**src/shared/tap_orient_pkg.sv**
```systemverilog
/*
  Constants for the tap and orientation interrupt configuration block.
  Assumes a single 250 MHz clock and a same-clock register write port.
*/
package tap_orient_pkg;
  // ==========================================================
  // Register map
  localparam logic [7:0] TAP_THR_ADDR = 8'h64;
  localparam logic [7:0] ORIENT_ADDR = 8'h65;
  localparam logic [4:0] TAP_THR_RST = 5'h0A;
  localparam logic [7:0] ORIENT_RST = 8'h18;
  localparam int TAP_THR_W = 5;
  localparam int HYST_LSB = 4;
  localparam int BLOCK_LSB = 2;
  localparam int MODE_LSB = 0;
  // ==========================================================
  // Timing
  localparam int CLK_KHZ = 250000;
  localparam int TICK_MS = 1;
  localparam int TICK_CYCLES = CLK_KHZ * TICK_MS;
  localparam logic [9:0] QUIET_LONG_MS = 10'h01E;
  localparam logic [9:0] QUIET_SHORT_MS = 10'h014;
  localparam logic [9:0] SHOCK_SHORT_MS = 10'h032;
  localparam logic [9:0] SHOCK_LONG_MS = 10'h04B;
  localparam logic [9:0] DTAP_WIN_MS [0:7] = '{10'h032, 10'h064, 10'h096, 10'h0C8,
                                               10'h0FA, 10'h177, 10'h1F4, 10'h2BC};
  localparam logic [6:0] ORIENT_STABLE_MS = 7'h64;
  // ==========================================================
  // Acceleration limits in mg, hysteresis in half mg per code
  localparam logic [15:0] HIGH_G_MG = 16'h05DC;
  localparam logic [15:0] SLOPE_LO_MG = 16'h00C8;
  localparam logic [15:0] SLOPE_HI_MG = 16'h0190;
  localparam logic [6:0] HYST_HALF_MG = 7'h7D;
  // ==========================================================
  // Modes and states
  localparam logic [1:0] BLK_NONE = 2'h0;
  localparam logic [1:0] BLK_HIGH_G = 2'h1;
  localparam logic [1:0] BLK_SLOPE_LO = 2'h2;
  localparam logic [1:0] BLK_SLOPE_HI = 2'h3;
  typedef enum logic [1:0] {TAP_IDLE, TAP_SHOCK, TAP_QUIET, TAP_WINDOW} tap_state_e;
endpackage

```
**src/rtl/orient_block.sv**
```systemverilog
/*
  Orientation blocking and change detection.
  Assumes samples, slopes and the theta condition arrive on clk.
*/
`timescale 1ns/1ns
module orient_block (
  // Clock and reset
  input wire logic clk,
  input wire logic rst,
  input wire logic ms_tick,
  // Settings
  input wire logic [1:0] block_mode,
  // Samples
  input wire logic sample_valid,
  input wire logic signed [15:0] acc_x,
  input wire logic signed [15:0] acc_y,
  input wire logic signed [15:0] acc_z,
  input wire logic [15:0] slope_x,
  input wire logic [15:0] slope_y,
  input wire logic [15:0] slope_z,
  input wire logic theta_block,
  input wire logic [2:0] orient_code,
  // Results
  output logic orient_blocked,
  output logic orient_evt
);
  logic [6:0] stable_ms_reg;
  logic [2:0] last_code_reg;
  logic [2:0] reported_reg;
  logic high_g;
  logic slope_lo;
  logic slope_hi;
  logic block_next;
  logic code_change;

  function automatic logic [15:0] mag(input logic signed [15:0] v);
    mag = v[15] ? 16'(-v) : 16'(v);
  endfunction

  // ==========================================================
  // Blocking conditions
  assign high_g = mag(acc_x) > tap_orient_pkg::HIGH_G_MG || mag(acc_y) > tap_orient_pkg::HIGH_G_MG
                  || mag(acc_z) > tap_orient_pkg::HIGH_G_MG;
  assign slope_lo = slope_x > tap_orient_pkg::SLOPE_LO_MG || slope_y > tap_orient_pkg::SLOPE_LO_MG
                    || slope_z > tap_orient_pkg::SLOPE_LO_MG;
  assign slope_hi = slope_x > tap_orient_pkg::SLOPE_HI_MG || slope_y > tap_orient_pkg::SLOPE_HI_MG
                    || slope_z > tap_orient_pkg::SLOPE_HI_MG;

  // A sample carrying a new raw code is not yet stable, whatever the timer says
  assign code_change = sample_valid && orient_code != last_code_reg;

  // Mode decides which conditions count
  always_comb begin
    case (block_mode)
      tap_orient_pkg::BLK_NONE: block_next = 1'b0;
      tap_orient_pkg::BLK_HIGH_G: block_next = theta_block | high_g;
      tap_orient_pkg::BLK_SLOPE_LO: block_next = theta_block | slope_lo | high_g;
      tap_orient_pkg::BLK_SLOPE_HI: block_next = theta_block | slope_hi | high_g | code_change
                                      | (stable_ms_reg < tap_orient_pkg::ORIENT_STABLE_MS);
      default: block_next = 1'b0;
    endcase
  end

  // Time since the raw orientation last changed, saturating
  always_ff @(posedge clk) begin
    if (rst) begin
      stable_ms_reg <= 7'h00;
      last_code_reg <= 3'h0;
    end else if (sample_valid && orient_code != last_code_reg) begin
      stable_ms_reg <= 7'h00;
      last_code_reg <= orient_code;
    end else if (ms_tick && stable_ms_reg < tap_orient_pkg::ORIENT_STABLE_MS) begin
      stable_ms_reg <= stable_ms_reg + 7'h01;
    end
  end

  // Report a new orientation only while unblocked
  always_ff @(posedge clk) begin
    if (rst) begin
      orient_blocked <= 1'b0;
      orient_evt <= 1'b0;
      reported_reg <= 3'h0;
    end else begin
      orient_blocked <= block_next;
      orient_evt <= 1'b0;
      if (sample_valid && !block_next && orient_code != reported_reg) begin
        orient_evt <= 1'b1;
        reported_reg <= orient_code;
      end
    end
  end

  // ==========================================================
  // Checks
  property p_blk_high_g;
    @(posedge clk) disable iff (rst)
    (block_mode == tap_orient_pkg::BLK_HIGH_G && mag(acc_x) > tap_orient_pkg::HIGH_G_MG)
      |=> orient_blocked;
  endproperty
  a_blk_high_g: assert property (p_blk_high_g) else $error("high g not blocked");

  property p_blk_slope;
    @(posedge clk) disable iff (rst)
    (block_mode == tap_orient_pkg::BLK_SLOPE_LO && slope_y > tap_orient_pkg::SLOPE_LO_MG)
      |=> orient_blocked;
  endproperty
  a_blk_slope: assert property (p_blk_slope) else $error("slope not blocked");

  property p_blk_stable;
    @(posedge clk) disable iff (rst)
    (orient_evt && $past(block_mode) == tap_orient_pkg::BLK_SLOPE_HI)
      |-> $past(stable_ms_reg) >= tap_orient_pkg::ORIENT_STABLE_MS;
  endproperty
  a_blk_stable: assert property (p_blk_stable) else $error("unstable orientation passed");

  property p_blk_none;
    @(posedge clk) disable iff (rst)
    (block_mode == tap_orient_pkg::BLK_NONE) |=> !orient_blocked;
  endproperty
  a_blk_none: assert property (p_blk_none) else $error("blocked with no blocking");

  c_orient_evt: cover property (@(posedge clk) disable iff (rst) orient_evt);
endmodule // orient_block

```
**src/rtl/tap_orient_interrupt_config.sv**
```systemverilog
/*
  Tap detection timing, tap threshold scaling, low-power gating and the
  orientation configuration register. Assumes a same-clock register write
  port and same-clock sample inputs from the sensor datapath.
*/
`timescale 1ns/1ns
// Summary of operation
// - Quiet select: 30 ms clear, 20 set
// - Shock select: 50 ms clear, 75 set
// - Double-tap window code picks 50 to 700 ms
// - Pre-filtered tap data forbids low-power mode
// - Tap threshold is low four code bits times range step
// - Zero threshold code counts as one half
// - Orientation hysteresis 62.5 mg per code
// - Blocking 00 none, 01 theta or high-g
// - Blocking 10 adds slope above 0.2 g
// - Blocking 11 slope 0.4 g, stable 100 ms
// - Mode field selects orientation switching thresholds
module tap_orient_interrupt_config #(
  parameter int TICK_CYCLES = tap_orient_pkg::TICK_CYCLES
) (
  // Clock and reset
  input wire logic clk,
  input wire logic rst,
  // Register port
  input wire logic [7:0] reg_addr,
  input wire logic reg_wr,
  input wire logic [7:0] reg_wdata,
  output logic [7:0] reg_rdata,
  // Tap timing and data source settings
  input wire logic tap_quiet_sel,
  input wire logic tap_shock_sel,
  input wire logic [2:0] tap_dur_sel,
  input wire logic [1:0] acc_range,
  input wire logic tap_prefilt_sel,
  input wire logic lp_request,
  // Samples
  input wire logic sample_valid,
  input wire logic [11:0] tap_slope,
  input wire logic signed [15:0] acc_x,
  input wire logic signed [15:0] acc_y,
  input wire logic signed [15:0] acc_z,
  input wire logic [15:0] slope_x,
  input wire logic [15:0] slope_y,
  input wire logic [15:0] slope_z,
  input wire logic theta_block,
  input wire logic [2:0] orient_code,
  // Results
  output logic single_tap_evt,
  output logic double_tap_evt,
  output logic [7:0] tap_thr_eff,
  output logic low_power_en,
  output logic [10:0] orient_hyst_half_mg,
  output logic [1:0] orient_mode_sel,
  output logic orient_blocked,
  output logic orient_evt
);
  tap_orient_pkg::tap_state_e state_reg;
  logic [4:0] tap_threshold_reg;
  logic [7:0] orient_cfg_reg;
  logic [31:0] div_cnt_reg;
  logic ms_tick;
  logic [9:0] elapsed_ms_reg;
  logic above_prev_reg;
  logic above;
  logic shock_rise;
  logic [9:0] shock_ms;
  logic [9:0] quiet_ms;
  logic [9:0] win_ms;
  logic [7:0] thr_next;

  // ==========================================================
  // Configuration registers
  // Reserved upper bits of the threshold byte are not stored and read zero
  always_ff @(posedge clk) begin
    if (rst) begin
      tap_threshold_reg <= tap_orient_pkg::TAP_THR_RST;
      orient_cfg_reg <= tap_orient_pkg::ORIENT_RST;
    end else if (reg_wr) begin
      if (reg_addr == tap_orient_pkg::TAP_THR_ADDR)
        tap_threshold_reg <= reg_wdata[tap_orient_pkg::TAP_THR_W-1:0];
      if (reg_addr == tap_orient_pkg::ORIENT_ADDR)
        orient_cfg_reg <= reg_wdata;
    end
  end

  // Read data, registered; other addresses read zero
  always_ff @(posedge clk) begin
    if (rst) begin
      reg_rdata <= 8'h00;
    end else begin
      case (reg_addr)
        tap_orient_pkg::TAP_THR_ADDR: reg_rdata <= {3'h0, tap_threshold_reg};
        tap_orient_pkg::ORIENT_ADDR: reg_rdata <= orient_cfg_reg;
        default: reg_rdata <= 8'h00;
      endcase
    end
  end

  // ==========================================================
  // Millisecond tick; the period is a parameter so simulation can shorten it
  always_ff @(posedge clk) begin
    if (rst) begin
      div_cnt_reg <= 32'h0;
    end else if (div_cnt_reg == 32'(TICK_CYCLES - 1)) begin
      div_cnt_reg <= 32'h0;
    end else begin
      div_cnt_reg <= div_cnt_reg + 32'h1;
    end
  end
  assign ms_tick = (div_cnt_reg == 32'(TICK_CYCLES - 1));

  // ==========================================================
  // Tap threshold in 31.25 mg units: doubled code bits 3:0, or one when those bits are zero, shifted left by acc_range
  always_comb begin
    if (tap_threshold_reg[3:0] == 4'h0)
      thr_next = 8'h01 << acc_range;
    else
      thr_next = {3'h0, tap_threshold_reg[3:0], 1'b0} << acc_range;
  end

  always_ff @(posedge clk) begin
    if (rst) begin
      tap_thr_eff <= 8'h01;
    end else begin
      tap_thr_eff <= thr_next;
    end
  end

  // Compared against the registered threshold, so a write takes effect a cycle late
  assign above = {4'h0, tap_thr_eff} < tap_slope;
  assign shock_rise = sample_valid & above & ~above_prev_reg;

  always_ff @(posedge clk) begin
    if (rst) begin
      above_prev_reg <= 1'b0;
    end else if (sample_valid) begin
      above_prev_reg <= above;
    end
  end

  // ==========================================================
  // Tap period selections, read live
  assign quiet_ms = tap_quiet_sel ? tap_orient_pkg::QUIET_SHORT_MS
                                  : tap_orient_pkg::QUIET_LONG_MS;
  assign shock_ms = tap_shock_sel ? tap_orient_pkg::SHOCK_LONG_MS
                                  : tap_orient_pkg::SHOCK_SHORT_MS;
  assign win_ms = tap_orient_pkg::DTAP_WIN_MS[tap_dur_sel];

  // Tap sequencer; time is measured from the first shock
  always_ff @(posedge clk) begin
    if (rst) begin
      state_reg <= tap_orient_pkg::TAP_IDLE;
      elapsed_ms_reg <= 10'h000;
      single_tap_evt <= 1'b0;
      double_tap_evt <= 1'b0;
    end else begin
      single_tap_evt <= 1'b0;
      double_tap_evt <= 1'b0;
      if (ms_tick && elapsed_ms_reg != 10'h3FF)
        elapsed_ms_reg <= elapsed_ms_reg + 10'h001;
      case (state_reg)
        tap_orient_pkg::TAP_IDLE: begin
          if (shock_rise) begin
            state_reg <= tap_orient_pkg::TAP_SHOCK;
            elapsed_ms_reg <= 10'h000;
          end
        end
        tap_orient_pkg::TAP_SHOCK: begin
          if (elapsed_ms_reg >= win_ms) begin
            state_reg <= tap_orient_pkg::TAP_IDLE;
            single_tap_evt <= 1'b1;
          end else if (elapsed_ms_reg >= shock_ms) begin
            state_reg <= tap_orient_pkg::TAP_QUIET;
          end
        end
        tap_orient_pkg::TAP_QUIET: begin
          if (elapsed_ms_reg >= win_ms) begin
            state_reg <= tap_orient_pkg::TAP_IDLE;
            single_tap_evt <= 1'b1;
          end else if (elapsed_ms_reg >= shock_ms + quiet_ms) begin
            state_reg <= tap_orient_pkg::TAP_WINDOW;
          end
        end
        tap_orient_pkg::TAP_WINDOW: begin
          // Expiry wins over a shock in the same cycle: the window is closed
          if (elapsed_ms_reg >= win_ms) begin
            state_reg <= tap_orient_pkg::TAP_IDLE;
            single_tap_evt <= 1'b1;
          end else if (shock_rise) begin
            state_reg <= tap_orient_pkg::TAP_IDLE;
            double_tap_evt <= 1'b1;
          end
        end
        default: state_reg <= tap_orient_pkg::TAP_IDLE;
      endcase
    end
  end

  // ==========================================================
  // Low-power permission
  always_ff @(posedge clk) begin
    if (rst) begin
      low_power_en <= 1'b0;
    end else begin
      low_power_en <= lp_request & ~tap_prefilt_sel;
    end
  end

  // ==========================================================
  // Orientation settings
  always_ff @(posedge clk) begin
    if (rst) begin
      orient_hyst_half_mg <= 11'h000;
      orient_mode_sel <= 2'h0;
    end else begin
      // Both factors widened first, so code 15 (1875 half mg) is not cut
      orient_hyst_half_mg <= 11'(orient_cfg_reg[7:tap_orient_pkg::HYST_LSB])
                             * 11'(tap_orient_pkg::HYST_HALF_MG);
      orient_mode_sel <= orient_cfg_reg[tap_orient_pkg::MODE_LSB +: 2];
    end
  end

  orient_block u_orient (
    .clk(clk),
    .rst(rst),
    .ms_tick(ms_tick),
    .block_mode(orient_cfg_reg[tap_orient_pkg::BLOCK_LSB +: 2]),
    .sample_valid(sample_valid),
    .acc_x(acc_x),
    .acc_y(acc_y),
    .acc_z(acc_z),
    .slope_x(slope_x),
    .slope_y(slope_y),
    .slope_z(slope_z),
    .theta_block(theta_block),
    .orient_code(orient_code),
    .orient_blocked(orient_blocked),
    .orient_evt(orient_evt)
  );

  // ==========================================================
  // Checks
  property p_dbl_window;
    @(posedge clk) disable iff (rst)
    double_tap_evt |-> $past(elapsed_ms_reg) < $past(win_ms)
      && $past(elapsed_ms_reg) >= $past(shock_ms) + $past(quiet_ms);
  endproperty
  a_dbl_window: assert property (p_dbl_window) else $error("double tap outside window");

  property p_quiet_end;
    @(posedge clk) disable iff (rst)
    $rose(state_reg == tap_orient_pkg::TAP_WINDOW)
      |-> $past(elapsed_ms_reg) >= $past(shock_ms) + $past(quiet_ms);
  endproperty
  a_quiet_end: assert property (p_quiet_end) else $error("quiet period cut short");

  property p_shock_end;
    @(posedge clk) disable iff (rst)
    $rose(state_reg == tap_orient_pkg::TAP_QUIET) |-> $past(elapsed_ms_reg) >= $past(shock_ms);
  endproperty
  a_shock_end: assert property (p_shock_end) else $error("shock period cut short");

  property p_window_len;
    @(posedge clk) disable iff (rst)
    single_tap_evt |-> $past(elapsed_ms_reg) >= $past(win_ms);
  endproperty
  a_window_len: assert property (p_window_len) else $error("window closed early");

  property p_lp_block;
    @(posedge clk) disable iff (rst)
    tap_prefilt_sel |=> !low_power_en;
  endproperty
  a_lp_block: assert property (p_lp_block) else $error("low power with prefiltered tap");

  property p_thr_half;
    @(posedge clk) disable iff (rst)
    (tap_threshold_reg[3:0] == 4'h0 && acc_range == 2'h0) |=> tap_thr_eff == 8'h01;
  endproperty
  a_thr_half: assert property (p_thr_half) else $error("zero threshold not one half");

  property p_thr_scale;
    @(posedge clk) disable iff (rst)
    (tap_threshold_reg[3:0] != 4'h0 && acc_range == 2'h3)
      |=> tap_thr_eff == 8'($past(tap_threshold_reg[3:0]) * 16);
  endproperty
  a_thr_scale: assert property (p_thr_scale) else $error("16g threshold scale wrong");

  property p_hyst;
    @(posedge clk) disable iff (rst)
    (orient_cfg_reg[7:4] == 4'h1) |=> orient_hyst_half_mg == 11'h07D;
  endproperty
  a_hyst: assert property (p_hyst) else $error("hysteresis step wrong");

  property p_mode;
    @(posedge clk) disable iff (rst)
    ##1 orient_mode_sel == $past(orient_cfg_reg[1:0]);
  endproperty
  a_mode: assert property (p_mode) else $error("mode select stale");

  c_single: cover property (@(posedge clk) disable iff (rst) single_tap_evt);
  c_double: cover property (@(posedge clk) disable iff (rst) double_tap_evt);
  c_lp: cover property (@(posedge clk) disable iff (rst) low_power_en);
endmodule // tap_orient_interrupt_config

```
**config.mk**
```make
export PLATFORM = sky130hd
export DESIGN_NAME = tap_orient_interrupt_config
export DESIGN_NICKNAME = d
export VERILOG_FILES = /design/src/shared/tap_orient_pkg.sv /design/src/rtl/orient_block.sv /design/src/rtl/tap_orient_interrupt_config.sv
export SDC_FILE = /design/constraint.sdc
export NUM_CORES = 1
export LEC_CHECK = 0
export BUFFER_PORTS_ARGS = -buffer_cell sky130_fd_sc_hd__buf_2
export CORE_AREA = 2 2 120 122
export DETAILED_ROUTE_END_ITERATION = 6
export DIE_AREA = 0 0 122 124
export PLACE_DENSITY = 0.88
export SYNTH_ARGS = -nofsm -noshare
export SYNTH_HDL_FRONTEND = slang
export SYNTH_SLANG_ARGS = --single-unit
```
**constraint.sdc**
```tcl
create_clock -name clk -period 2.9 [get_ports clk]
set_input_delay 0 -clock clk [delete_from_list [all_inputs] [get_ports clk]]
set_output_delay 0 -clock clk [all_outputs]
set_load 0.05 [all_outputs]
```
Word-level counts from Yosys, hierarchy flattened:

Memory sizes are Yosys's and may differ from the RTL's.
Cells that the tools add are included.

* add/subtract/negate cells: 7
* multiply operators: 1
* order comparisons: 15
* eq/ne operators: 16
* shift-type cells: 2
* mux-type cells: 24
* bitwise logic cells: 15
* reduce and logical (&&, ||, !) cells: 23

Operator list (count)
* 10-bit 2-to-1 mux: 5
* 16-bit by 11-bit > comparator with 1-bit output (second input constant): 3
* 16-bit by 8-bit > comparator with 1-bit output (second input constant): 3
* 16-bit by 9-bit > comparator with 1-bit output (second input constant): 3
* 16-bit 2-to-1 mux: 3
* 16-bit negation: 3
* 32-bit by 1-bit adder with 32-bit output (second input constant): 1
* 32-bit by 18-bit == test with 1-bit output (second input constant): 1
* 8-bit by 7-bit == test with 1-bit output (second input constant): 2
* 8-bit case mux with 2 select lines: 1
* 2-bit 2-to-1 mux: 7
* 8-bit by 12-bit < comparator with 1-bit output: 1
* 4-bit by 7-bit multiplier with 11-bit output (second input constant): 1
* 10-bit by 1-bit adder with 10-bit output (second input constant): 1
* 10-bit >= comparator: 1
* 10-bit by 7-bit >= comparator with 1-bit output: 1
* 10-bit by 8-bit >= comparator with 1-bit output: 1
* 10-bit inequality test (second input constant): 1
* 3-bit inequality test (second input constant): 3
* 7-bit by 5-bit adder with 8-bit output: 1
* 2-bit == test (second input constant): 4
* 8-bit 2-to-1 mux: 1
* 2-bit case mux with 4 select lines: 1
* 1-bit by 2-bit left shift with 8-bit output (first input constant): 1
* 24 further kinds: 53

* register bits after elaboration: 105
* ROM bits: 80
* input bits: 141
* output and inout port bits: 34
* word-level logic and storage cells: 122
* memories kept: 1

Memory list
* (name not given): depth 8, bits a word 10, read ports 1, clocked after memory_dff 0, write ports 0, line tap_orient_interrupt_config.sv:148 `assign win_ms = tap_orient_pkg::DTAP_WIN_MS[tap_dur_sel];`

Longest topological paths before layout:

Gate-level depths: netlist of the first run.

* depth in word-level cells: 13
* mapped depth: 13
* mapped depth without buffers: 13

Modules after synthesis:

A second synthesis of the first run with hierarchy kept.

* cell total of the unflattened synthesis: 763
* area, all modules: 6625.1 µm²

Modules (own cells, without submodules)
* tap_orient_interrupt_config: times used 1, cells each 538, area each 4844.6 µm², seq. area each 1801.7 µm²
* orient_block: times used 1, cells each 225, area each 1780.5 µm², seq. area each 300.3 µm²

Worst setup path after synthesis of the first run:

OpenSTA, ideal clock, no wires.

* kind: reg-to-reg
* start: register orient_cfg_reg[5]
* end: register orient_hyst_half_mg[10]
* library setup time: 0.128 ns
* arrival time: 2.823 ns
* data required time: 2.772 ns
* slack: -0.051 ns
* cell stages (with the launch flop): 13
* buffers on the path: 0
* clock period less this slack: 2.951 ns
* cell sequence: dfxtp_1 fa_1 inv_1 fa_1 inv_1 ha_1 a21oi_1 o21bai_1 a21oi_1 o21ai_0 a21oi_1 xor2_1 nor2_1

* word-level cells in the longest chain between the ends: 1

RTL lines
* from (decl): line tap_orient_interrupt_config.sv:60 `logic [7:0] orient_cfg_reg;`
* from (signal assigned): line tap_orient_interrupt_config.sv:78 `orient_cfg_reg <= tap_orient_pkg::ORIENT_RST;`
* from (signal assigned): line tap_orient_interrupt_config.sv:83 `orient_cfg_reg <= reg_wdata;`
* 4-bit by 7-bit multiplier with 11-bit output: line tap_orient_interrupt_config.sv:219 `* 11'(tap_orient_pkg::HYST_HALF_MG);`
* to (signal assigned): line tap_orient_interrupt_config.sv:218 `orient_hyst_half_mg <= 11'(orient_cfg_reg[7:tap_orient_pkg::HYST_LSB])`
* to (decl): line tap_orient_interrupt_config.sv:53 `output logic [10:0] orient_hyst_half_mg,`

Every way passes these cells.
A chain may end at the register's enable or synchronous reset.

Final worst setup path of the first run:

* start: register orient_cfg_reg[7]
* end: register orient_hyst_half_mg[10]

The elaborated chain is that of the path after synthesis.

==> metrics.txt, run 1 <==
outcome=finished clean; Num CTS Buffers=9; Post-synth EDFFs=0; post-route ant nets=0; DP HPWL=12.0 mm; endpoint type of the worst setup path=flip-flop; final setup fails=0; Placed Cells=1086; fin nets=1135; Peak Freq=0.360 GHz; gpl congestion=0.798; CP cell instances=fa_1 -> inv_1 -> fa_1 -> inv_1 -> ha_4 -> a21oi_4 -> o21bai_1 -> a21oi_2 -> o21ai_1 -> a21oi_2 -> xor2_1 -> nor2_1; WP data required=3.09 ns; Yosys warnings=0; synthesized cell area=6510 um2; VDD IR max=241 uV; total global-route track usage=0.207; Clock Pin Slew Worst Setup and Hold Paths=0.07 ns; Worst path slowest cell=fa_1; CP max stage delay=0.55 ns; Worst R2R End=orient_hyst_half_mg[10]$_SDFF_PP0_; IO Pins=175; # H-tree levels=3; dpl ws=-0.0586 ns; Fillers=1191; Final Cycle Share=0.957; Reg-to-Reg Start=orient_cfg_reg[7]$_SDFFE_PP0P_; Layout area overhead=23.7%; GR Overflow Total=0; syn nets=946; Mapped Cells=744; Top Family by Delay on Critical Path=adder cells; first-pass GRT wire length=25.5 mm; CTS tree=yes; share of layout cells above drive strength 1=0.245; WP buf/inv=2; final worst slack=0.124 ns; antenna violations before repair=0; Hold WC Path Type=primary input to flip-flop; routed vias/inst=5.40; worst r2r path cells=12; Mean Syn Cell Area=8.75 um2; first drt pass iteration count=4; critical path class=flip-flop to flip-flop; Post-Layout Cell Count=1118; largest net degree at the start of global routing=54; Final Util=0.587; Seq/Total Area, Yosys=0.323; Rows=43; main flop type after synthesis=dfxtp_1; Reg area=2110 um2; slew margin rel.=0.343; Cell variety after synth=66; initial core utilization=0.474; commonest non-fill, non-tap cell in the layout=buf_2; Clock Latency Late Sink=0.34 ns; reg2reg setup slack=0.12 ns; vias in the first global route=5901; clk buf depth=2; Slew @ Worst Pin=0.986 ns; die width=122 um; WL per Instance=13.8 um; synthesis-stage register bit count=105; ant diodes=0; drc violations=0; WP data arrival=2.97 ns; Final Hold Viols=0; Critical Path Start=orient_cfg_reg[7]$_SDFFE_PP0P_; fin. max-slew vios=0; WL final=15.4 mm; async set-reset flop share out of synthesis=0; drt initial violations=215; # Max-Cap Violations=0; CTS Root Cell=clkbuf_16; max reg flops=32; type of origin of the critical path=flip-flop; commonest non-fill, non-tap cells in the layout=buf_2 (174), nor2_1 (103), dfxtp_1 (102); clock sink total=105; DIE AREA=15100 um2; crit path max fanout=3; PD cells=375 nW/um2; Period minus WS final=2.78 ns; crit path to=orient_hyst_half_mg[10]$_SDFF_PP0_; Pwr Total=3.02 mW; Setup Skew=0.0109 ns; Die Span Y=124 um; multi-input combinational cell area=4200 um2; Leak=3.73 nW; CORE AREA=13700 um2; Crit path depth=12; via count=6035; PortBufs=174
-- routing by layer --
layer / track usage / up-vias / part of all wire
li1: - / 3048 / -
met5: 0 / - / 0
met2: 0.390 / 179 / 0.50
met1: 0.234 / 2790 / 0.43
met3: 0.0375 / 18 / 0.057
met4: 0.0682 / 0 / 0.016
-- what timing repair did --
item	4_1_cts	5_1_grt
setup endpoints to repair	1	2
endpoints found under the hold margin	14	0
hold buffers	13	0
gates resized for setup	2	10
setup buffers	1	2
pin swaps	2	8
-- where the power goes --
group,internal [mW],switching [mW]
Clock,0.586,0.531
Combinational,0.185,0.244
Sequential,1.46,0.0137
Total,2.23,0.789
-- cell families after synthesis --
group                      Yosys count  synth area share
and+or+nand+nor                    294             0.243
AOI/OAI and AO/OA                  128             0.145
DFF                                105             0.323
buffers and inverters               67            0.0390
xor gates and xnor gates            63            0.0848
adders and majority gates           61             0.125
muxes                               26            0.0406
-- worst min-delay path by stage --
| stage | cells past startpoint | start | end |
|---|---|---|---|
| floorplan | 1 | tap_prefilt_sel | low_power_en$_SDFF_PP0_ |
| global placement | 3 | reg_wdata[6] | orient_cfg_reg[6]$_SDFFE_PP0P_ |
| detailed placement | 2 | tap_prefilt_sel | low_power_en$_SDFF_PP0_ |
| CTS | 4 | reg_wdata[3] | orient_cfg_reg[3]$_SDFFE_PP1P_ |
| global route | 4 | reg_wdata[4] | orient_cfg_reg[4]$_SDFFE_PP1P_ |
| finish | 5 | tap_slope[9] | above_prev_reg$_SDFFE_PP0P_ |
-- through the flow --
step	TNS, ns	hold slack (ns)	area [um2]
final	0	0.0234	8050
after global routing	-0.0291	0.0465	8050
after CTS	0	0.00653	8000
after detailed placement	-0.0586	0.241	7580
after global placement	0	0.244	7580
after floorplan	0	0.0758	6510
-- synthesized netlist by cell type (9+ instances only) --
library cell / n / area [um2]
nor3_1: 13 / 65.1
and3_1: 13 / 81.3
inv_1: 49 / 184
xor2_1: 41 / 359
a21oi_1: 24 / 120
ha_1: 54 / 676
or3_1: 9 / 56.3
clkbuf_1: 13 / 48.8
nand4_1: 22 / 138
a21o_1: 14 / 105
nand2_1: 41 / 154
nor2_1: 104 / 390
mux2i_1: 23 / 230
nor2b_1: 9 / 56.3
nand3_1: 16 / 80.1
nor4_1: 14 / 87.6
dfxtp_1: 105 / 2100
nand2b_1: 10 / 62.6
o21ai_0: 18 / 90.1
xnor2_1: 22 / 193
-- tightest hold or removal path, cell delays in order --
cell and delay [ns]:
buf_2 0.08, nor4_1 0.05, nand2_1 0.06, o22ai_1 0.05
nor2_1 0.08
-- final cells by class --
cell class	count	share of cell area
multi-input combinational	572	0.521
sequential	105	0.262
timing repair buffer	196	0.133
clock buffer	10	0.0284
tap	180	0.0280
inverter	49	0.0228
clock inverter	6	0.00513
(Power assumes the default switching activity.)
==> run 2, diff against run 1 <==
--- a/config.mk
+++ b/config.mk
@@ -10,6 +10,7 @@
 export DETAILED_ROUTE_END_ITERATION = 6
 export DIE_AREA = 0 0 122 124
-export PLACE_DENSITY = 0.88
+export PLACE_DENSITY = 0.89
 export SYNTH_ARGS = -nofsm -noshare
 export SYNTH_HDL_FRONTEND = slang
+export SYNTH_HIERARCHICAL = 1
 export SYNTH_SLANG_ARGS = --single-unit
==> constraint.sdc (replaced) <==
create_clock -name clk -period 2.9 [get_ports clk]
set_input_delay 0.58 -clock clk [delete_from_list [all_inputs] [get_ports clk]]
set_output_delay 0.58 -clock clk [all_outputs]
set_load 0.05 [all_outputs]
==> metrics.txt, run 2 <==
Die Span Y=124 um (unchanged); drc violations=0 (unchanged); post-route ant nets=0 (unchanged); first drt pass iteration count=5 (was 4); max reg flops=32 (unchanged); commonest non-fill, non-tap cell in the layout=buf_2 (unchanged); ranking of synthesized cells by area=dfxtp_1 (32%), ha_1 (9.8%), nor2_1 (6.1%) (was dfxtp_1 (32%), ha_1 (10%), nor2_1 (6.0%)); clock sink total=105 (unchanged); VDD IR max=293 uV (was 241 uV); WP data arrival=2.99 ns (was 2.97 ns); Mean Syn Cell Area=8.68 um2 (was 8.75 um2); internal power=2.22 mW (was 2.23 mW); WP data required=3.11 ns (was 3.09 ns); clk buf depth=2 (unchanged); slew margin rel.=0.513 (was 0.343); critical path class=flip-flop to flip-flop (unchanged); RSZ-0062 raised after global routing=no; fin nets=1138 (was 1135); DP HPWL=12.1 mm (was 12.0 mm); Yosys top cell by area=dfxtp_1 (unchanged); gpl congestion=0.843 (was 0.798); syn nets=963 (was 946); PD cells=379 nW/um2 (was 375 nW/um2); commonest non-fill, non-tap cells in the layout=buf_2 (174), nor2_1 (107), dfxtp_1 (105) (was buf_2 (174), nor2_1 (103), dfxtp_1 (102)); CTS Root Cell=clkbuf_16 (unchanged); Num CTS Buffers=9 (unchanged); final setup fails=0 (unchanged); routed vias/inst=5.50 (was 5.40); main flop type after synthesis=dfxtp_1 (unchanged); Switching Power=0.809 mW (was 0.789 mW); largest family of logic cells by synthesized area=simple AND/OR/NAND/NOR gates (unchanged); DIE AREA=15100 um2 (unchanged); Hold WS=0.378 ns (was 0.0234 ns); largest net degree at the start of global routing=42 (was 54); drt initial violations=489 (was 215); Synth Area in Compound Gates=0.128 (was 0.145); Clock Pin Slew Worst Setup and Hold Paths=0.07 ns (about the same); crit path max fanout=4 (was 3); Mapped Cells=763 (was 744); type of origin of the critical path=flip-flop (unchanged); WL per Instance=14.0 um (was 13.8 um); vias in the first global route=5697 (was 5901); Hold WC Path Type=primary input to flip-flop (unchanged); most common cell in the netlist=nor2_1 (was dfxtp_1); Cell variety after synth=78 (was 66); antenna violations before repair=0 (unchanged); Pwr Total=3.03 mW (was 3.02 mW); Layout area overhead=20.8% (was 23.7%); CORE AREA=13700 um2 (unchanged); Final Cycle Share=0.958 (was 0.957); Peak Freq=0.360 GHz (about the same); # Max-Cap Violations=0 (unchanged); post-cts hold buffer count=0 (was 13); dpl ws=0.0148 ns (was -0.0586 ns); placed cell areas=7710 um2 (was 7580 um2); most frequent cells after synthesis=nor2_1 (107), dfxtp_1 (105), ha_1 (52) (was dfxtp_1 (105), nor2_1 (104), ha_1 (54)); die width=122 um (unchanged); Placed Cells=1106 (was 1086); Adder-Cell Fraction of Synth Area=0.119 (was 0.125); Post-Layout Cell Count=1122 (was 1118); ant diodes=0 (unchanged); Final Hold Viols=0 (unchanged); synthesis-stage register bit count=105 (unchanged); initial core utilization=0.483 (was 0.474); Final Util=0.584 (was 0.587); CTS tree=yes (unchanged); outcome=finished clean (unchanged); share of layout cells above drive strength 1=0.247 (was 0.245); combinational power share=0.136 (was 0.142); Leak=3.53 nW (was 3.73 nW); via count=6170 (was 6035); XOR/XNOR share of the synthesized area=0.0740 (was 0.0848); async set-reset flop share out of synthesis=0 (unchanged); PortBufs=174 (unchanged); sw frac=0.267 (was 0.261); Rows=43 (unchanged); WL final=15.7 mm (was 15.4 mm); endpoint type of the worst setup path=flip-flop (unchanged); Clock Latency Late Sink=0.35 ns (was 0.34 ns); IO Pins=175 (unchanged); GR Overflow Total=0 (unchanged); Yosys warnings=6 (was 0); fin. max-slew vios=0 (unchanged); post-route cell area=8010 um2 (was 8050 um2); post-synth top area share=0.317 (was 0.323); Flop pwr share=0.485 (was 0.489); Clk network pwr share=0.378 (was 0.370); Slew @ Worst Pin=0.722 ns (was 0.986 ns); Post-synth EDFFs=0 (unchanged); first-pass GRT wire length=25.5 mm (about the same); # H-tree levels=3 (unchanged); Setup TNS Final=0 ns (unchanged); final worst slack=0.121 ns (was 0.124 ns); Setup Skew=0.00639 ns (was 0.0109 ns); mux contribution to synthesized area=0.0517 (was 0.0406); synthesized cell area=6630 um2 (was 6510 um2); post-synthesis simple-gate area fraction=0.272 (was 0.243); Period minus WS final=2.78 ns (about the same); total global-route track usage=0.204 (was 0.207); Seq/Total Area, Yosys=0.317 (was 0.323)
[run 2: changes by cell type after synthesis, moves of 7 or more]
| cell | delta |
|---|---|
| nor3_1 | +9 |
| mux2i_1 | +9 |
| a21o_1 | -7 |
| xor2_1 | -9 |
| nor2b_1 | +7 |
[run 2: kinds of logic (layout without fill, tap and decap cells)]
group | count (synthesis) | in the layout
AND/OR/NAND/NOR | 325 | 325
flip-flops | 105 | 105
multiplexers | 34 | 34
XOR/XNOR | 56 | 56
buffers and inverters | 65 | 244
adder cells (fa/ha/maj) | 59 | 59
AO/OA/AOI/OAI | 119 | 119
[run 2: cell type report]
type / instances / area (um2)
clock buffer: 9 / 225
clock inverter: 6 / 52.6
fill: 1108 / 5710
inverter: 45 / 169
multi-input combinational: 593 / 4290
sequential: 105 / 2100
tap: 180 / 225
timing repair buffer: 184 / 946
[run 2: path summary, 6_finish.rpt]
| path | startpoint | cells after the start | slack (ns) | end |
|---|---|---|---|---|
| setup / recovery | orient_cfg_reg[5]$_SDFFE_PP0P_ | 10 | 0.12 | orient_hyst_half_mg[10]$_SDFF_PP0_ |
| hold / removal | tap_prefilt_sel | 2 | 0.38 | low_power_en$_SDFF_PP0_ |
| setup reg to reg | orient_cfg_reg[5]$_SDFFE_PP0P_ | 10 | 0.12 | orient_hyst_half_mg[10]$_SDFF_PP0_ |
| hold reg to reg | div_cnt_reg[0]$_SDFF_PP0_ | 1 | 0.45 | div_cnt_reg[0]$_SDFF_PP0_ |
[run 2: power by group through the flow]
stage	Sequential (mW)	Clock [mW]	Combinational [mW]
final	1.47	1.15	0.414
after global placement	1.50	0	0.397
after CTS	1.47	1.16	0.411
after detailed placement	1.51	0	0.409
after floorplan	1.54	0	0.190
after global routing	1.47	1.23	0.458
[run 2: routing by layer]
| metal | global-route usage | wire length [um] | vias up |
|---|---|---|---|
| li1 | - | - | 3094 |
| met1 | 0.255 | 6890 | 2860 |
| met2 | 0.356 | 7610 | 190 |
| met3 | 0.0357 | 943 | 26 |
| met4 | 0.0675 | 293 | 0 |
| met5 | 0 | 0 | - |
[run 2: critical path: stages, from the launching register on]
cell and delay (ns):
dfxtp_1 0.36, fa_1 0.58, inv_1 0.07, fa_1 0.50, inv_1 0.04, ha_1 0.34
a21oi_2 0.18, nor2_1 0.08, o31a_1 0.29, nand3_1 0.12, o311ai_2 0.11
[run 2: repair_timing]
item                                    in CTS  in global routing
pin swaps                                    0                  1
resized for setup                            1                  3
endpoints found under the setup margin       1                  2
setup buffers                                0                  1
==> run 3, diff against run 2 <==
ABC_CLOCK_PERIOD_IN_PS = 2900   (was not set)
PLACE_DENSITY = not set   (was 0.89)
PLACE_DENSITY_LB_ADDON = 0.2   (was not set)
==> metrics.txt, run 3 (synthesized netlist as in run 2, its figures left out) <==
outcome=finished clean (unchanged); WL final=15.2 mm (was 15.7 mm); multi-input combinational cell area=4280 um2 (was 4290 um2); DP HPWL=11.9 mm (was 12.1 mm); first-pass GRT wire length=25.2 mm (was 25.5 mm); # Max-Cap Violations=0 (unchanged); Die Span Y=124 um (unchanged); sw frac=0.253 (was 0.267); max reg flops=32 (unchanged); Rows=43 (unchanged); VDD IR max=263 uV (was 293 uV); first drt pass iteration count=5 (unchanged); commonest non-fill, non-tap cells in the layout=buf_2 (174), nor2_1 (107), dfxtp_1 (105) (unchanged); Leak=3.53 nW (about the same); CP cell instances=fa_1 -> inv_1 -> fa_1 -> inv_1 -> ha_1 -> a21oi_1 -> o21bai_1 -> a21oi_1 -> o21ai_1 -> xnor2_1 -> nor2_1 (was fa_1 -> inv_1 -> fa_1 -> inv_1 -> ha_1 -> a21oi_2 -> nor2_1 -> o31a_1 -> nand3_1 -> o311ai_2); CP max stage delay=0.59 ns (was 0.58 ns); routed vias/inst=5.26 (was 5.50); combinational power share=0.135 (was 0.136); WP data arrival=2.95 ns (was 2.99 ns); Clock Pin Slew Worst Setup and Hold Paths=0.07 ns (about the same); Flop pwr share=0.485 (about the same); Peak Freq=0.367 GHz (was 0.360 GHz); Fillers=1231 (was 1108); initial core utilization=0.483 (unchanged); hold depth=2 (unchanged); Hold WC Path Type=primary input to flip-flop (unchanged); fin nets=1139 (was 1138); Layout area overhead=20.9% (was 20.8%); dpl ws=0.0922 ns (was 0.0148 ns); final setup fails=0 (unchanged); PD cells=379 nW/um2 (about the same); Final Hold Viols=0 (unchanged); slew margin rel.=0.572 (was 0.513); Final Util=0.584 (about the same); Switching Power=0.769 mW (was 0.809 mW); WL per Instance=13.5 um (was 14.0 um); CTS Root Cell=clkbuf_16 (unchanged); type of origin of the critical path=flip-flop (unchanged); # H-tree levels=3 (unchanged); Clk network pwr share=0.380 (was 0.378); drt initial violations=315 (was 489); DIE AREA=15100 um2 (unchanged); CORE AREA=13700 um2 (unchanged); Final Cycle Share=0.940 (was 0.958); Reg area=2100 um2 (unchanged); share of layout cells above drive strength 1=0.246 (was 0.247); ant diodes=0 (unchanged); largest net degree at the start of global routing=41 (was 42); drc violations=0 (unchanged); clock sink total=105 (unchanged); Num CTS Buffers=9 (unchanged); crit path max fanout=4 (unchanged); worst r2r path cells=11 (was 10); Setup TNS Final=0 ns (unchanged); RSZ-0062 raised after global routing=no (unchanged); GR Overflow Total=0 (unchanged); via count=5903 (was 6170); critical path class=flip-flop to flip-flop (unchanged); Clock Latency Late Sink=0.34 ns (was 0.35 ns); PortBufs=174 (unchanged); Slew @ Worst Pin=0.639 ns (was 0.722 ns); IO Pins=175 (unchanged); antenna violations before repair=0 (unchanged); Period minus WS final=2.73 ns (was 2.78 ns); commonest non-fill, non-tap cell in the layout=buf_2 (unchanged); CTS tree=yes (unchanged); WP data required=3.12 ns (was 3.11 ns); clk buf depth=2 (unchanged); internal power=2.26 mW (was 2.22 mW); final worst slack=0.175 ns (was 0.121 ns); post-route ant nets=0 (unchanged); die width=122 um (unchanged); fin. max-slew vios=0 (unchanged); total global-route track usage=0.203 (was 0.204); Setup Skew=0.00553 ns (was 0.00639 ns); endpoint type of the worst setup path=flip-flop (unchanged); Worst path slowest cell=fa_1 (unchanged); gpl congestion=0.806 (was 0.843); vias in the first global route=5572 (was 5697)
## run 3: timing repair
action,in CTS,in global routing
setup endpoints to repair,0,2
buffers inserted,0,2
resized for setup,0,3
hold buffers,0,0
## run 3: final timing paths
| kind | start | end | slack [ns] |
|---|---|---|---|
| setup / recovery | orient_cfg_reg[5]$_SDFFE_PP0P_ | orient_hyst_half_mg[9]$_SDFF_PP0_ | 0.17 |
| hold / removal | tap_prefilt_sel | low_power_en$_SDFF_PP0_ | 0.39 |
| setup reg to reg | orient_cfg_reg[5]$_SDFFE_PP0P_ | orient_hyst_half_mg[9]$_SDFF_PP0_ | 0.17 |
| hold reg to reg | div_cnt_reg[0]$_SDFF_PP0_ | div_cnt_reg[0]$_SDFF_PP0_ | 0.45 |
## run 3: cell type report
| class | count | share of cell area |
|---|---|---|
| inverter | 45 | 0.0211 |
| sequential | 105 | 0.262 |
| multi-input combinational | 593 | 0.534 |
| clock inverter | 3 | 0.00312 |
| clock buffer | 12 | 0.0320 |
| tap | 180 | 0.0281 |
| timing repair buffer | 185 | 0.119 |
## run 3: stage by stage
| step | total power [mW] | instance area [um2] | hold WS [ns] | instances |
|---|---|---|---|---|
| global route | 3.17 | 8010 | 0.375 | 1123 |
| global placement | 1.91 | 7710 | 0.432 | 1106 |
| floorplan | 1.73 | 6630 | 0.418 | 763 |
| finish | 3.03 | 8010 | 0.386 | 1123 |
| detailed placement | 1.91 | 7710 | 0.443 | 1106 |
| CTS | 3.07 | 7990 | 0.378 | 1121 |
## run 3: layer usage
layer / vias up / global-route usage / part of all wire
li1: 3079 / - / -
met1: 2670 / 0.266 / 0.47
met2: 136 / 0.346 / 0.47
met3: 18 / 0.0398 / 0.050
met4: 0 / 0.0503 / 0.011
met5: - / 0 / 0
## run 3: power by group through the flow
stage	Sequential, mW	Combinational, mW	Clock (mW)
after floorplan	1.54	0.190	0
after global placement	1.50	0.403	0
after detailed placement	1.51	0.407	0
after CTS	1.47	0.410	1.19
after global routing	1.47	0.456	1.24
final	1.47	0.409	1.15
## run 3: critical path: cells and delay by family (launching register included)
| kind | cells | cell delay [ns] |
|---|---|---|
| compound gates | 4 | 0.55 |
| buf+inv | 2 | 0.11 |
| fa+ha+maj | 3 | 1.41 |
| simple gates | 1 | 0.05 |
| flops | 1 | 0.35 |
| xor+xnor | 1 | 0.13 |
